<file path="src/include/hpc_pkg.sv">
// constants, register map and field layout for the high-voltage pin and pwm control block
package hpc_pkg;
	// clock
	localparam int unsigned CLK_HZ            = 20_000_000;
	// register offsets (7-bit addresses)
	localparam logic [6:0] ADDR_PIN_CONFIG    = 7'h17;
	localparam logic [6:0] ADDR_PWM_A_DUTY    = 7'h18;
	localparam logic [6:0] ADDR_PWM_B_DUTY    = 7'h19;
	localparam logic [6:0] ADDR_PWM_RATE      = 7'h1C;
	localparam logic [6:0] ADDR_SCRATCH       = 7'h1E;
	// reset values
	localparam logic [7:0] RST_PIN_CONFIG     = 8'h00;
	localparam logic [7:0] RST_PWM_DUTY       = 8'h00;
	localparam logic [7:0] RST_PWM_RATE       = 8'h00;
	localparam logic [7:0] RST_SCRATCH        = 8'h00;
	// pin configuration fields
	localparam int unsigned PIN1_LSB          = 0;
	localparam int unsigned PIN2_LSB          = 3;
	localparam int unsigned FO_DUTY_LSB       = 6;
	// rate register fields and writable mask
	localparam int unsigned RATE_A_BIT        = 0;
	localparam int unsigned RATE_B_BIT        = 2;
	localparam logic [7:0] RATE_MASK          = 8'h05;
	// pin codes; below PIN_OFF the pin routes its fail output
	localparam logic [2:0] PIN_OFF            = 3'h4;
	localparam logic [2:0] PIN_WAKE           = 3'h5;
	localparam logic [2:0] PIN_LOW_SIDE       = 3'h6;
	localparam logic [2:0] PIN_HIGH_SIDE      = 3'h7;
	// pwm timing: 255 steps per period
	localparam int unsigned PWM_STEPS         = 255;
	localparam int unsigned PWM_SLOW_HZ       = 200;
	localparam int unsigned PWM_FAST_HZ       = 400;
	localparam int unsigned PWM_SLOW_STEP_CYC = CLK_HZ / (PWM_SLOW_HZ * PWM_STEPS);
	localparam int unsigned PWM_FAST_STEP_CYC = CLK_HZ / (PWM_FAST_HZ * PWM_STEPS);
	// fail output pulse: 40 slots per period, on-slots per duty code
	localparam int unsigned FO_SLOT_MS        = 25;
	localparam int unsigned FO_SLOT_CYC       = CLK_HZ / 1000 * FO_SLOT_MS;
	localparam logic [5:0] FO_SLOTS           = 6'h28;
	localparam logic [5:0] FO_ON_20           = 6'h08;
	localparam logic [5:0] FO_ON_10           = 6'h04;
	localparam logic [5:0] FO_ON_5            = 6'h02;
	localparam logic [5:0] FO_ON_2P5          = 6'h01;

	// decoded drive of one pin
	typedef struct packed {
		logic low_side;
		logic high_side;
		logic wake_en;
		logic fail_route;
	} hpc_pin_t;
endpackage

</file>
<file path="src/include/hpc_pwm_if.sv">
// carrier between control registers and one pwm generator
`timescale 1ns/1ps
interface hpc_pwm_if;
	logic [7:0] duty;
	logic       rate;
	logic       out;
	logic       period_start;

	modport ctrl (output duty, output rate, input out, input period_start);
	modport gen  (input duty, input rate, output out, output period_start);
endinterface

</file>
<file path="src/core/hpc_top.sv">
// control registers, pin decode, fail output pulsing and two pwm generators
// Contract
// - each pin takes a 3-bit code: 0-3 route its fail output, 4 off, 5 wake input, 6 low side, 7 high side.
// - the 2-bit duty field pulses fail output c on pin 2 at 20, 10, 5 or 2.5 percent.
// - pwm a: 0 is always off, all ones always on, else on for value/255 of each period.
// - pwm b has its own duty value with the same coding.
// - rate bit 0 (pwm a) and bit 2 (pwm b) select 200 hz when 0 and 400 hz when 1.
// - rate register bits 7:3 and 1 ignore writes and read as zero.
// - pin config, both duties and the rate register clear on power-on and soft reset.
// - the scratch byte clears only at power-on and survives soft reset.
// - the scratch byte is readable and writable only in normal mode.
// - the scratch byte keeps its value through fail-safe and restart modes.
// - no internal logic ever changes the scratch byte; only register writes do.
`timescale 1ns/1ps
module hpc_top #(
	parameter int unsigned FO_SLOT_CYC = hpc_pkg::FO_SLOT_CYC
) (
	// clock and resets
	input  wire logic       clk,
	input  wire logic       reset_n,
	input  wire logic       soft_reset,
	// device mode
	input  wire logic       normal_mode,
	// decoded register access from the serial interface
	input  wire logic       reg_wr_en,
	input  wire logic       reg_rd_en,
	input  wire logic [6:0] reg_addr,
	input  wire logic [7:0] reg_wdata,
	output logic      [7:0] reg_rdata,
	// fail output requests from the supervision logic
	input  wire logic       fail_output_b,
	input  wire logic       fail_output_c,
	// high-voltage pin drives
	output hpc_pkg::hpc_pin_t hv_pin1_drive,
	output hpc_pkg::hpc_pin_t hv_pin2_drive,
	// pwm outputs to the high-side switches
	output logic            pwm_a,
	output logic            pwm_b
);
	import hpc_pkg::*;

	// pin code to drive decode
	function automatic hpc_pin_t pin_decode(input logic [2:0] code, input logic fail_on);
		hpc_pin_t d;
		d            = '0;
		d.fail_route = (code < PIN_OFF);
		d.wake_en    = (code == PIN_WAKE);
		d.low_side   = (code == PIN_LOW_SIDE) || (d.fail_route && fail_on);
		d.high_side  = (code == PIN_HIGH_SIDE);
		return d;
	endfunction

	logic [7:0] pin_config;
	logic [7:0] next_pin_config;
	logic [7:0] pwm_a_duty;
	logic [7:0] next_pwm_a_duty;
	logic [7:0] pwm_b_duty;
	logic [7:0] next_pwm_b_duty;
	logic [7:0] pwm_rate_select;
	logic [7:0] next_pwm_rate_select;
	logic [7:0] scratch_status;
	logic [7:0] next_scratch_status;
	logic [7:0] next_reg_rdata;

	hpc_pwm_if pwm_a_if ();
	hpc_pwm_if pwm_b_if ();

	// register writes; soft reset clears all but the scratch byte
	always_comb begin
		next_pin_config      = pin_config;
		next_pwm_a_duty      = pwm_a_duty;
		next_pwm_b_duty      = pwm_b_duty;
		next_pwm_rate_select = pwm_rate_select;
		next_scratch_status  = scratch_status;
		if (reg_wr_en) begin
			if (reg_addr == ADDR_PIN_CONFIG) begin
				next_pin_config = reg_wdata;
			end else if (reg_addr == ADDR_PWM_A_DUTY) begin
				next_pwm_a_duty = reg_wdata;
			end else if (reg_addr == ADDR_PWM_B_DUTY) begin
				next_pwm_b_duty = reg_wdata;
			end else if (reg_addr == ADDR_PWM_RATE) begin
				next_pwm_rate_select = reg_wdata & RATE_MASK;
			end else if (reg_addr == ADDR_SCRATCH && normal_mode) begin
				next_scratch_status = reg_wdata;
			end
		end
		if (soft_reset) begin
			next_pin_config      = RST_PIN_CONFIG;
			next_pwm_a_duty      = RST_PWM_DUTY;
			next_pwm_b_duty      = RST_PWM_DUTY;
			next_pwm_rate_select = RST_PWM_RATE;
		end
	end

	always_ff @(posedge clk or negedge reset_n) begin
		if (!reset_n) begin
			pin_config      <= RST_PIN_CONFIG;
			pwm_a_duty      <= RST_PWM_DUTY;
			pwm_b_duty      <= RST_PWM_DUTY;
			pwm_rate_select <= RST_PWM_RATE;
			scratch_status  <= RST_SCRATCH;
		end else begin
			pin_config      <= next_pin_config;
			pwm_a_duty      <= next_pwm_a_duty;
			pwm_b_duty      <= next_pwm_b_duty;
			pwm_rate_select <= next_pwm_rate_select;
			scratch_status  <= next_scratch_status;
		end
	end

	// read data, registered; unmapped or locked reads give zero
	always_comb begin
		next_reg_rdata = reg_rdata;
		if (reg_rd_en) begin
			if (reg_addr == ADDR_PIN_CONFIG) begin
				next_reg_rdata = pin_config;
			end else if (reg_addr == ADDR_PWM_A_DUTY) begin
				next_reg_rdata = pwm_a_duty;
			end else if (reg_addr == ADDR_PWM_B_DUTY) begin
				next_reg_rdata = pwm_b_duty;
			end else if (reg_addr == ADDR_PWM_RATE) begin
				next_reg_rdata = pwm_rate_select & RATE_MASK;
			end else if (reg_addr == ADDR_SCRATCH && normal_mode) begin
				next_reg_rdata = scratch_status;
			end else begin
				next_reg_rdata = 8'h00;
			end
		end
	end

	always_ff @(posedge clk or negedge reset_n) begin
		if (!reset_n) begin
			reg_rdata <= 8'h00;
		end else begin
			reg_rdata <= next_reg_rdata;
		end
	end

	// fail output c pulse: slot prescaler and 40-slot frame
	logic [23:0] fo_presc;
	logic [23:0] next_fo_presc;
	logic [5:0]  fo_slot;
	logic [5:0]  next_fo_slot;
	logic [5:0]  fo_on_slots;
	logic        fo_pulse;

	always_comb begin
		case (pin_config[FO_DUTY_LSB +: 2])
			2'h0:    fo_on_slots = FO_ON_20;
			2'h1:    fo_on_slots = FO_ON_10;
			2'h2:    fo_on_slots = FO_ON_5;
			default: fo_on_slots = FO_ON_2P5;
		endcase
		next_fo_presc = fo_presc + 24'h000001;
		next_fo_slot  = fo_slot;
		if (fo_presc == 24'(FO_SLOT_CYC - 1)) begin
			next_fo_presc = 24'h000000;
			next_fo_slot  = (fo_slot == FO_SLOTS - 6'h01) ? 6'h00 : fo_slot + 6'h01;
		end
		if (!fail_output_c) begin
			next_fo_presc = 24'h000000;
			next_fo_slot  = 6'h00;
		end
		fo_pulse = fail_output_c && (fo_slot < fo_on_slots);
	end

	always_ff @(posedge clk or negedge reset_n) begin
		if (!reset_n) begin
			fo_presc <= 24'h000000;
			fo_slot  <= 6'h00;
		end else begin
			fo_presc <= next_fo_presc;
			fo_slot  <= next_fo_slot;
		end
	end

	// registered pin drives
	hpc_pin_t next_pin1;
	hpc_pin_t next_pin2;

	always_comb begin
		next_pin1 = pin_decode(pin_config[PIN1_LSB +: 3], fail_output_b);
		next_pin2 = pin_decode(pin_config[PIN2_LSB +: 3], fo_pulse);
	end

	always_ff @(posedge clk or negedge reset_n) begin
		if (!reset_n) begin
			hv_pin1_drive <= '0;
			hv_pin2_drive <= '0;
		end else begin
			hv_pin1_drive <= next_pin1;
			hv_pin2_drive <= next_pin2;
		end
	end

	// pwm generators
	assign pwm_a_if.duty = pwm_a_duty;
	assign pwm_a_if.rate = pwm_rate_select[RATE_A_BIT];
	assign pwm_b_if.duty = pwm_b_duty;
	assign pwm_b_if.rate = pwm_rate_select[RATE_B_BIT];
	assign pwm_a         = pwm_a_if.out;
	assign pwm_b         = pwm_b_if.out;

	hpc_pwm_gen u_pwm_a (
		.clk        (clk),
		.reset_n    (reset_n),
		.soft_reset (soft_reset),
		.pwm        (pwm_a_if.gen)
	);

	hpc_pwm_gen u_pwm_b (
		.clk        (clk),
		.reset_n    (reset_n),
		.soft_reset (soft_reset),
		.pwm        (pwm_b_if.gen)
	);
endmodule

</file>
<file path="src/core/hpc_pwm_gen.sv">
// 8-bit pwm generator with 255 steps per period and 200/400 hz rate
`timescale 1ns/1ps
module hpc_pwm_gen #(
	parameter int unsigned SLOW_STEP_CYC = hpc_pkg::PWM_SLOW_STEP_CYC,
	parameter int unsigned FAST_STEP_CYC = hpc_pkg::PWM_FAST_STEP_CYC
) (
	// clock and reset
	input wire logic clk,
	input wire logic reset_n,
	input wire logic soft_reset,
	// settings and output
	hpc_pwm_if.gen   pwm
);
	import hpc_pkg::*;

	logic [15:0] presc;
	logic [15:0] next_presc;
	logic [7:0]  step;
	logic [7:0]  next_step;
	logic [7:0]  duty_lat;
	logic [7:0]  next_duty_lat;
	logic        out_q;
	logic        next_out_q;
	logic        step_end;

	// prescaler, step counter and duty latched at period start
	always_comb begin
		// compare with >= so a slow-to-fast change mid step cannot miss the boundary
		step_end      = (presc >= 16'(pwm.rate ? FAST_STEP_CYC - 1 : SLOW_STEP_CYC - 1));
		next_presc    = step_end ? 16'h0000 : presc + 16'h0001;
		next_step     = step;
		next_duty_lat = duty_lat;
		if (step_end) begin
			next_step = (step == 8'(PWM_STEPS - 1)) ? 8'h00 : step + 8'h01;
		end
		if (step_end && step == 8'(PWM_STEPS - 1)) begin
			next_duty_lat = pwm.duty;
		end
		next_out_q = (next_step < next_duty_lat);
		if (soft_reset) begin
			next_presc    = 16'h0000;
			next_step     = 8'h00;
			next_duty_lat = 8'h00;
			next_out_q    = 1'b0;
		end
	end

	always_ff @(posedge clk or negedge reset_n) begin
		if (!reset_n) begin
			presc    <= 16'h0000;
			step     <= 8'h00;
			duty_lat <= 8'h00;
			out_q    <= 1'b0;
		end else begin
			presc    <= next_presc;
			step     <= next_step;
			duty_lat <= next_duty_lat;
			out_q    <= next_out_q;
		end
	end

	assign pwm.out          = out_q;
	assign pwm.period_start = (step == 8'h00) && (presc == 16'h0000);
endmodule

</file>
<file path="config.mk">
export PLATFORM = sky130hd
export DESIGN_NAME = hpc_top
export DESIGN_NICKNAME = d
export VERILOG_FILES = /design/src/include/hpc_pkg.sv /design/src/include/hpc_pwm_if.sv /design/src/core/hpc_top.sv /design/src/core/hpc_pwm_gen.sv
export SDC_FILE = /design/constraint.sdc
export NUM_CORES = 1
export LEC_CHECK = 0
export ABC_AREA = 1
export BUFFER_PORTS_ARGS = -buffer_cell sky130_fd_sc_hd__buf_2
export CAP_MARGIN = 20
export CORE_MARGIN = 2
export CORE_UTILIZATION = 60
export DETAILED_ROUTE_END_ITERATION = 7
export GPL_ROUTABILITY_DRIVEN = 0
export PLACE_DENSITY = 0.81
export SYNTH_ARGS = -nofsm -noshare
export SYNTH_HDL_FRONTEND = slang
export SYNTH_SLANG_ARGS = --single-unit
export TNS_END_PERCENT = 30
</file>
<file path="constraint.sdc">
create_clock -name clk -period 4.3 [get_ports clk]
set_clock_uncertainty 0.1 [all_clocks]
set_input_delay 0.86 -clock clk [delete_from_list [all_inputs] [get_ports clk]]
set_output_delay 0.86 -clock clk [all_outputs]
set_load 0.05 [all_outputs]
</file>
==> impl_metrics.py, run 1 <==
metrics = {
    "routing": {
        "antenna_left": 0,
        "firstDrtPassIters": 6,
        "wl_mm": 15.3,
        "drtIter0Drc": 407,
        "wl_per_cell_um": 14.0,
        "via_per_inst": 5.41,
        "drc_errors": 0,
        "vias": 5891,
    },
    "synthesis": {
        "synthAdderAreaFrac_pct": 5.26,
        "yosysTopAreaCellShare_pct": 49.6,
        "synth_top_cell_by_area": "dfrtp_1",
        "synth_enable_flop_cells": 0,
        "synth_compound_area_share_pct": 10.6,
        "ys_async_sr_fraction_pct": 100,
        "synth_area_leaders": "dfrtp_1 (50%), nand2_1 (8.3%), nor2_1 (6.5%)",
        "yosys.area_share.simple_pct": 25.5,
        "synthMuxAreaShare_pct": 0.441,
        "synth_cells": 869,
        "synthFlopType": "dfrtp_1",
        "yosysMostFrequentCell": "nand2_1",
        "netlist_area_mm2": 0.00737,
        "synthTopCellsByCount": "nand2_1 (163), dfrtp_1 (146), nor2_1 (127)",
        "seq_area_frac_synth_pct": 49.6,
        "synth_warnings": 0,
        "synth_cell_types": 48,
        "synth-xor-area-share_pct": 1.07,
        "ys_ff_latch": 146,
        "synth.avg_cell_area_um2": 8.48,
        "synth_top_family_by_area": "simple AND/OR/NAND/NOR gates",
    },
    "timing": {
        "setup_viol": 0,
        "rsz0062_at_grt": "no",
        "relSlewSlack_pct": 43.2,
        "post-route-period-util_pct": 66.1,
        "hold_viol_final": 0,
        "slew_viol_final": 0,
        "worstMarginPinSlew_ns": 0.852,
        "layout_setup_ws_ns": 1.46,
        "finalCriticalPeriod_ns": 2.84,
        "fin_tns_setup_ns": 0,
        "fmax_mhz": 352,
    },
    "grt": {
        "grt_antenna_before_repair": 1,
        "grt_util_all_layers_pct": 25.7,
        "gr-total-overflow": 0,
        "grt_pass1_wl_mm": 26.6,
        "grt_pass1_vias": 5711,
        "grt_max_degree": 96,
    },
    "critical_path": {
        "critPathKind": "register to register",
        "cp-start-kind": "register",
        "worstPathRequired_ns": 4.55,
        "arrival_ns": 3.09,
        "reg2reg_from": "pwm_rate_select[2]$_DFFE_PN0P_",
        "end_kind": "register",
        "cp-startpoint": "pwm_rate_select[2]$_DFFE_PN0P_",
        "path_max_fanout": 7,
    },
    "job": {
        "maxCapViolCount": 0,
    },
    "power_and_ir_drop": {
        "power.density_mw_per_mm2": 376,
        "p_leak_uw": 0.00404,
        "max-vdd-ir-drop_mv": 0.385,
    },
    "clocking": {
        "cts_resized": 0,
        "clkSinkCount": 146,
        "cts_setup_buffers": 0,
        "root_buffer": "clkbuf_16",
        "htreeDepth": 4,
        "insertion_delay_ns": 0.42,
        "clk_pin_slew_ns": 0.06,
        "tritoncts": "yes",
        "cts_buffers": 17,
        "cts_hold_buf": 0,
        "cts_buffer_depth": 2,
    },
    "outcome": {
        "outcome": "completed",
    },
    "die": {
        "start_util_pct": 61.4,
        "die_y_um": 115,
        "die_w_um": 115,
        "io_pins": 41,
        "dieArea_mm2": 0.0132,
        "rows": 40,
        "coreArea_mm2": 0.0120,
    },
    "place": {
        "io_buffer_count": 40,
        "hpwl_mm": 10.7,
        "place_ws_ns": 1.51,
    },
    "cells_and_area": {
        "multi_input_area_mm2": 0.00320,
        "final-seq-area_mm2": 0.00365,
        "fillers": 938,
        "final_nets": 982,
        "areaGrowthSynthToFinish_pct": 12.7,
        "post_route_cells_drive_above_1_share_pct": 12.6,
    },
    "hold_path": {
        "min_path_type": "register to register",
        "worstHoldStart": "u_pwm_a.presc[0]$_DFF_PN0_",
    },
}
==> layout by cell type (no fill, tap or decap), types with 2 or more instances in the layout <==
cell,Yosys,final
nand2_4,4,4
o221ai_1,5,5
ha_1,31,31
nor2_2,7,7
a21oi_2,5,5
nor3_1,16,16
xor2_1,7,7
nor2_4,4,4
nor2_1,127,127
nor3b_4,2,2
buf_2,2,39
a31oi_1,4,4
o21ai_1,15,15
bufinv_16,0,2
clkinv_2,0,4
xnor2_1,2,2
nor3b_1,5,5
nand2_2,9,9
buf_4,0,3
o21a_1,5,5
clkinv_4,0,2
conb_1,1,12
nand2_1,163,163
nor3_2,7,7
o22ai_1,2,2
o31ai_1,2,2
mux2_2,2,2
nand4_1,15,15
nand3b_1,4,4
a21oi_1,44,44
nor4_1,6,6
clkinvlp_4,0,4
nand3_1,33,33
o21ai_0,50,50
clkbuf_16,0,17
inv_1,118,118
dfrtp_1,146,146
==> state kept, by name, indices dropped and copies added, names as in the netlist <==
register          flops
pin_config            8
u_pwm_b.pwm.out       1
u_pwm_a.pwm.out       1
fo_presc             24
pwm_rate_select       2
scratch_status        8
u_pwm_a.presc        16
u_pwm_a.duty_lat      8
hv_pin1_drive         4
u_pwm_b.duty_lat      8
hv_pin2_drive         4
pwm_a_duty            8
u_pwm_b.presc        16
u_pwm_b.step          8
pwm_b_duty            8
u_pwm_a.step          8
fo_slot               6
reg_rdata             8
==> per-layer routing <==
layer	routed length, µm	vias up	global-route usage (%)
li1	-	2931	-
met1	6830	2767	34.0
met2	7240	163	41.2
met3	860	30	6.85
met4	340	0	9.48
met5	0	-	0
==> report_power, final <==
group / internal, µW / switching (µW) / total, µW
logic: 66.5 / 168 / 235
registers: 1420 / 34.5 / 1460
clock network: 866 / 566 / 1430
total: 2350 / 768 / 3120
==> kinds of logic after synthesis <==
group	after synthesis
and+or+nand+nor	406
DFF	146
AOI/OAI and AO/OA	138
buffers and inverters	135
adders and majority gates	31
xor gates and xnor gates	9
muxes	3
other	1
==> area by class of cell <==
| class | count | share of cell area, % |
|---|---|---|
| sequential | 146 | 44.0 |
| multi-input combinational | 599 | 38.5 |
| inverter | 121 | 5.50 |
| clock buffer | 19 | 5.33 |
| timing repair buffer | 43 | 2.76 |
| tap | 147 | 2.21 |
| clock inverter | 13 | 1.64 |
| antenna | 1 | 0.0301 |
==> path summary, 6_finish.rpt <==
check	to	slack [ns]	cells after the start
setup / recovery	u_pwm_b.pwm.out$_DFF_PN0_	1.46	20
hold / removal	u_pwm_a.presc[0]$_DFF_PN0_	0.36	1
setup reg to reg	u_pwm_b.pwm.out$_DFF_PN0_	1.46	20
hold reg to reg	u_pwm_a.presc[0]$_DFF_PN0_	0.36	1
max in group asynchronous	pwm_b_duty[0]$_DFFE_PN0P_	2.77	2
min in group asynchronous	fo_presc[9]$_DFF_PN0_	0.40	1
==> worst max-delay path: stages (launching register included) <==
cell     delay [ns]
dfrtp_1        0.45
inv_1          0.11
ha_1           0.28
nand2_1        0.06
nor2_1         0.11
nand2_1        0.06
nand2_1        0.07
nand2_2        0.09
nand2_4        0.11
nand2_2        0.08
nor2_2         0.10
nand2_1        0.11
o21ai_1        0.16
nand2_1        0.09
nor2_1         0.12
ha_1           0.25
nand2_1        0.10
inv_1          0.06
nand3_1        0.07
nand4_1        0.07
a21oi_1        0.12
==> through the flow <==
step,utilization (%),hold slack (ns),power [µW],cell area (µm²),std cells
6_report,69.1,0.365,3120,8310,1089
5_1_grt,69.1,0.392,3250,8310,1089
4_1_cts,69.1,0.365,3140,8300,1087
3_5_place_dp,64.2,0.357,1710,7720,1055
3_3_place_gp,64.2,0.350,1700,7720,1055
2_1_floorplan,-,0.333,1620,7410,880
Note: power is estimated with default switching activity, not from simulation.
==> inputs of run 2 (changes only) <==
Settings changed: CORE_UTILIZATION 60 to 55, PLACE_DENSITY 0.81 to 0.78.
Clock period 4.3 ns to 2.6 ns, I/O delays scaled along.
==> impl_metrics.py, run 2 (synthesis results as in run 1) <==
metrics = {
    "job": {
        "maxCapViolCount": 0,
    },
    "die": {
        "start_util_pct": 56.1,
        "dieArea_mm2": 0.0143,
        "die_w_um": 120,
        "io_pins": 41,
        "rows": 42,
        "coreArea_mm2": 0.0131,
        "die_y_um": 120,
    },
    "critical_path": {
        "crit_chain": "buf_6 -> ha_4 -> nand3_2 -> nand2_1 -> nand2_1 -> nand2_1 -> nand2_2 -> nand2_4 -> nand2_4 -> nor2_4 -> nand2_2 -> o21ai_2 -> nand2_2 -> nor2_2 -> ha_1 -> nand2_1 -> inv_2 -> nand3_2 -> nand4_1 -> a21oi_2",
        "cp-start-kind": "register",
        "reg2reg_from": "pwm_rate_select[2]$_DFFE_PN0P_",
        "worst-path-stages": 20,
        "crit_top_cell": "nand2_1",
        "endpoint": "u_pwm_b.pwm.out$_DFF_PN0_",
        "reg2reg_slack_ns": -0.09,
        "critPathKind": "register to register",
        "worstPathRequired_ns": 2.85,
        "r2r_cells": 20,
        "r2r_end": "u_pwm_b.pwm.out$_DFF_PN0_",
        "end_kind": "register",
        "cp.buffers_inverters": 2,
        "critPathTopFamily": "simple AND/OR/NAND/NOR gates",
        "path_max_fanout": 4,
        "arrival_ns": 2.95,
        "critPathMaxStageDelay_ns": 0.42,
        "cp-startpoint": "pwm_rate_select[2]$_DFFE_PN0P_",
        "cp_slowest_cell": "dfrtp_1",
    },
    "routing": {
        "drtIter0Drc": 451,
        "firstDrtPassIters": 5,
        "wl_mm": 16.5,
        "wl_per_cell_um": 14.5,
        "via_per_inst": 5.28,
        "drc_errors": 0,
        "vias": 6018,
        "antenna_left": 0,
    },
    "grt": {
        "grt_pass1_vias": 5829,
        "grt_antenna_before_repair": 0,
        "grt_util_all_layers_pct": 24.4,
        "grt_max_degree": 52,
        "grt_pass1_wl_mm": 27.5,
        "gr-total-overflow": 0,
    },
    "timing": {
        "relSlewSlack_pct": 62.5,
        "post-route-period-util_pct": 104,
        "fmax_mhz": 371,
        "finalCriticalPeriod_ns": 2.69,
        "fin_tns_setup_ns": -0.135,
        "layout_setup_ws_ns": -0.0922,
        "slew_viol_final": 0,
        "rsz0062_at_grt": "yes",
        "setup_viol": 2,
        "worstMarginPinSlew_ns": 0.557,
        "hold_viol_final": 0,
    },
    "cells_and_area": {
        "regMostFlops": "fo_presc",
        "final_cell_mix": "nand2_1 (157), dfrtp_1 (145), nor2_1 (124)",
        "final_common_cell": "nand2_1",
        "diodes": 0,
        "post_route_cells_drive_above_1_share_pct": 17.1,
        "top_regs": "fo_presc (24), u_pwm_a.presc (16), u_pwm_b.presc (16)",
        "areaGrowthSynthToFinish_pct": 17.7,
        "largest_register_ffs": 24,
        "fin_area_mm2": 0.00868,
        "final_nets": 1005,
    },
    "clocking": {
        "root_buffer": "clkbuf_16",
        "clkSinkCount": 146,
        "clk_pin_slew_ns": 0.06,
        "insertion_delay_ns": 0.43,
        "htreeDepth": 4,
        "tritoncts": "yes",
        "cts_buffers": 17,
        "cts_buffer_depth": 2,
    },
    "hold_path": {
        "holdPathStages": 3,
        "min_path_type": "primary input to register",
    },
    "place": {
        "io_buffer_count": 40,
        "place_ws_ns": -0.0296,
        "hpwl_mm": 11.5,
        "dpl_cell_area_mm2": 0.00785,
    },
    "power_and_ir_drop": {
        "power.density_mw_per_mm2": 616,
        "power_uw": 5340,
        "p_leak_uw": 0.00417,
        "max-vdd-ir-drop_mv": 0.464,
    },
    "outcome": {
        "outcome": "complete, but fails checks",
        "violations": "setup timing",
    },
}
==> run 2: cell types whose count changed in the layout (fill, tap and decap cells not counted), sizes merged <==
cell	delta
buf	+22
bufinv	+1
clkinvlp	-1
diode	-1
dlygate4sd3	+1
==> run 2: worst min-delay path by stage <==
stage / startpoint / to / slack [ns]
2_1_floorplan: reset_n / fo_presc[0]$_DFF_PN0_ / 0.12
3_3_place_gp: u_pwm_a.presc[0]$_DFF_PN0_ / u_pwm_a.presc[0]$_DFF_PN0_ / 0.35
3_5_place_dp: u_pwm_a.presc[0]$_DFF_PN0_ / u_pwm_a.presc[0]$_DFF_PN0_ / 0.36
4_1_cts: fail_output_b / hv_pin1_drive[3]$_DFF_PN0_ / 0.21
5_1_grt: fail_output_b / hv_pin1_drive[3]$_DFF_PN0_ / 0.21
6_report: fail_output_b / hv_pin1_drive[3]$_DFF_PN0_ / 0.21
==> run 2: where the power goes <==
part           leakage (µW)  switching, µW  internal [µW]
Combinational       0.00192            294            131
Clock              0.000295            960           1560
Sequential          0.00196           53.3           2350
Total               0.00417           1310           4040
==> run 2: layer usage <==
layer / global-route usage, % / part of all wire, % / vias to the layer above
li1: - / - / 2971
met1: 34.0 / 45 / 2849
met2: 38.4 / 47 / 171
met3: 5.89 / 5.5 / 27
met4: 6.76 / 1.7 / 0
met5: 0 / 0 / -
==> run 2: timing repair <==
| action | 4_1_cts | 5_1_grt |
|---|---|---|
| pin swaps | 5 | 19 |
| hold buffers | 1 | 0 |
| resized for setup | 8 | 21 |
| hold endpoints to repair | 48 | 0 |
| buffers inserted | 5 | 6 |
| setup endpoints to repair | 2 | 2 |
==> run 2: tightest hold or removal path, stage by stage <==
cell	delay, ns
buf_2	0.08
nand2_1	0.05
o31ai_1	0.05
==> run 2: layout make-up <==
class / count / area [µm²]
fill: 1017 / 4460
sequential: 146 / 3650
multi-input combinational: 599 / 3310
inverter: 121 / 457
clock buffer: 19 / 453
timing repair buffer: 66 / 424
tap: 176 / 220
clock inverter: 13 / 159
==> run 2: per-stage QoR <==
| stage | hold WS, ns | cells | util (%) |
|---|---|---|---|
| floorplan | 0.124 | 880 | - |
| global placement | 0.353 | 1095 | 59.7 |
| detailed placement | 0.358 | 1095 | 59.7 |
| CTS | 0.207 | 1133 | 65.0 |
| global route | 0.214 | 1140 | 66.0 |
| finish | 0.213 | 1140 | 66.0 |
==> inputs of run 3 (changes only) <==
Settings changed: CORE_MARGIN 2 to 3, SKIP_CTS_REPAIR_TIMING set to 1.
Clock period 2.6 ns to 2.3 ns, I/O delays scaled along.
==> impl_metrics.py, run 3 (synthesis results as in run 1) <==
metrics = {
    "critical_path": {
        "crit_top_cell": "nand2_1",
        "critPathKind": "register to register",
        "cp.buffers_inverters": 2,
        "end_kind": "register",
        "worstPathRequired_ns": 2.55,
        "critPathMaxStageDelay_ns": 0.41,
        "path_max_fanout": 4,
        "arrival_ns": 2.94,
        "cp_slowest_cell": "dfrtp_1",
        "critPathTopFamily": "simple AND/OR/NAND/NOR gates",
        "cp-start-kind": "register",
        "crit_chain": "inv_2 -> ha_4 -> nand2_2 -> nor2_1 -> nor2_1 -> nand2_1 -> nand2_2 -> nand2_4 -> nand2_4 -> nor2_4 -> nand2_2 -> o21ai_1 -> nand2_1 -> nor2_1 -> ha_1 -> nand2_1 -> inv_1 -> nand2_1 -> nand4_1 -> a21oi_1",
    },
    "die": {
        "coreArea_mm2": 0.0129,
        "dieArea_mm2": 0.0148,
        "start_util_pct": 57.2,
        "die_y_um": 122,
        "rows": 41,
        "io_pins": 41,
        "die_w_um": 122,
    },
    "grt": {
        "gr-total-overflow": 0,
        "grt_antenna_before_repair": 1,
        "grt_pass1_vias": 5930,
        "grt_pass1_wl_mm": 27.7,
        "grt_util_all_layers_pct": 23.7,
        "grt_max_degree": 45,
    },
    "timing": {
        "rsz0062_at_grt": "yes",
        "whs_ns": 0.137,
        "worstMarginPinSlew_ns": 1.02,
        "fmax_mhz": 371,
        "post-route-period-util_pct": 117,
        "finalCriticalPeriod_ns": 2.69,
        "slew_viol_final": 0,
        "hold_viol_final": 0,
        "relSlewSlack_pct": 31.9,
        "setup_viol": 2,
        "layout_setup_ws_ns": -0.393,
    },
    "clocking": {
        "cts_buffer_depth": 2,
        "root_buffer": "clkbuf_16",
        "htreeDepth": 4,
        "insertion_delay_ns": 0.43,
        "clk_pin_slew_ns": 0.06,
        "tritoncts": "yes",
        "clkSinkCount": 146,
        "cts_buffers": 17,
    },
    "cells_and_area": {
        "final_common_cell": "nand2_1",
        "top_regs": "fo_presc (24), u_pwm_a.presc (16), u_pwm_b.presc (16)",
        "final-seq-area_mm2": 0.00365,
        "post_route_cells_drive_above_1_share_pct": 20.9,
        "fin_area_mm2": 0.00906,
        "areaGrowthSynthToFinish_pct": 22.9,
        "regMostFlops": "fo_presc",
        "final_nets": 1052,
        "final_cell_mix": "nand2_1 (157), dfrtp_1 (146), nor2_1 (120)",
        "multi_input_area_mm2": 0.00334,
        "final_util_pct": 70.3,
        "largest_register_ffs": 24,
        "fillers": 966,
    },
    "power_and_ir_drop": {
        "max-vdd-ir-drop_mv": 0.506,
        "p_leak_uw": 0.00444,
        "power.density_mw_per_mm2": 671,
    },
    "place": {
        "place_ws_ns": -0.317,
        "dpl_cell_area_mm2": 0.00826,
        "io_buffer_count": 40,
        "hpwl_mm": 11.9,
    },
    "routing": {
        "firstDrtPassIters": 5,
        "wl_mm": 16.9,
        "drtIter0Drc": 363,
        "via_per_inst": 5.26,
        "antenna_left": 0,
        "drc_errors": 0,
        "vias": 6224,
        "wl_per_cell_um": 14.3,
    },
    "hold_path": {
        "min_path_type": "primary input to register",
    },
    "outcome": {
        "violations": "setup timing",
        "outcome": "complete, but fails checks",
    },
    "job": {
        "maxCapViolCount": 0,
    },
}
run 3: cell types whose count changed in the layout (fill, tap and decap cells not counted), sizes merged:
cell	change
buf	+46
clkbuf	+1
clkinvlp	-1
diode	+1
nand2	+1
run 3: routing by layer:
metal / track usage (%) / share of wire [%]
met3: 5.06 / 4.3
met5: 0 / 0
met2: 39.3 / 49
met1: 31.0 / 44
met4: 8.40 / 2.2
run 3: final timing paths:
kind / slack (ns) / cells past startpoint / from / end
min: 0.14 / 3 / fail_output_b / hv_pin1_drive[3]$_DFF_PN0_
min in group asynchronous: 0.42 / 2 / reset_n / fo_presc[10]$_DFF_PN0_
max reg2reg: -0.39 / 20 / pwm_rate_select[2]$_DFFE_PN0P_ / u_pwm_b.pwm.out$_DFF_PN0_
max in group asynchronous: 1.05 / 3 / reset_n / u_pwm_a.presc[4]$_DFF_PN0_
min reg2reg: 0.39 / 2 / reg_rdata[4]$_DFFE_PN0P_ / reg_rdata[4]$_DFFE_PN0P_
max: -0.39 / 20 / pwm_rate_select[2]$_DFFE_PN0P_ / u_pwm_b.pwm.out$_DFF_PN0_
run 3: cell type report:
class	instances	share of cell area (%)
Clock inverter	12	1.71
Clock buffer	20	5.04
Multi-Input combinational cell	600	36.9
Tap cell	172	2.38
Timing Repair Buffer	112	8.55
Inverter	121	5.04
Antenna cell	1	0.0276
Sequential cell	146	40.3
run 3: through the flow:
stage	std cells	power (µW)	TNS, ns
5_1_grt	1184	6290	-1.07
3_3_place_gp	1145	3220	-0.326
6_report	1184	6080	-0.707
2_1_floorplan	880	3030	-0.207
3_5_place_dp	1145	3240	-0.602
4_1_cts	1177	6100	-0.755
run 3: worst min-delay path, delay by kind of cell:
kind	cells	cell delay, ns
buf+inv	1	0.08
simple gates	1	0.04
compound gates	1	0.05
run 3: power breakdown:
group	total, µW	internal, µW	switching, µW	leakage (µW)
clock	2870	1760	1100	0.000296
combinational	497	161	336	0.00218
sequential	2720	2660	63.6	0.00196
total	6080	4580	1500	0.00444
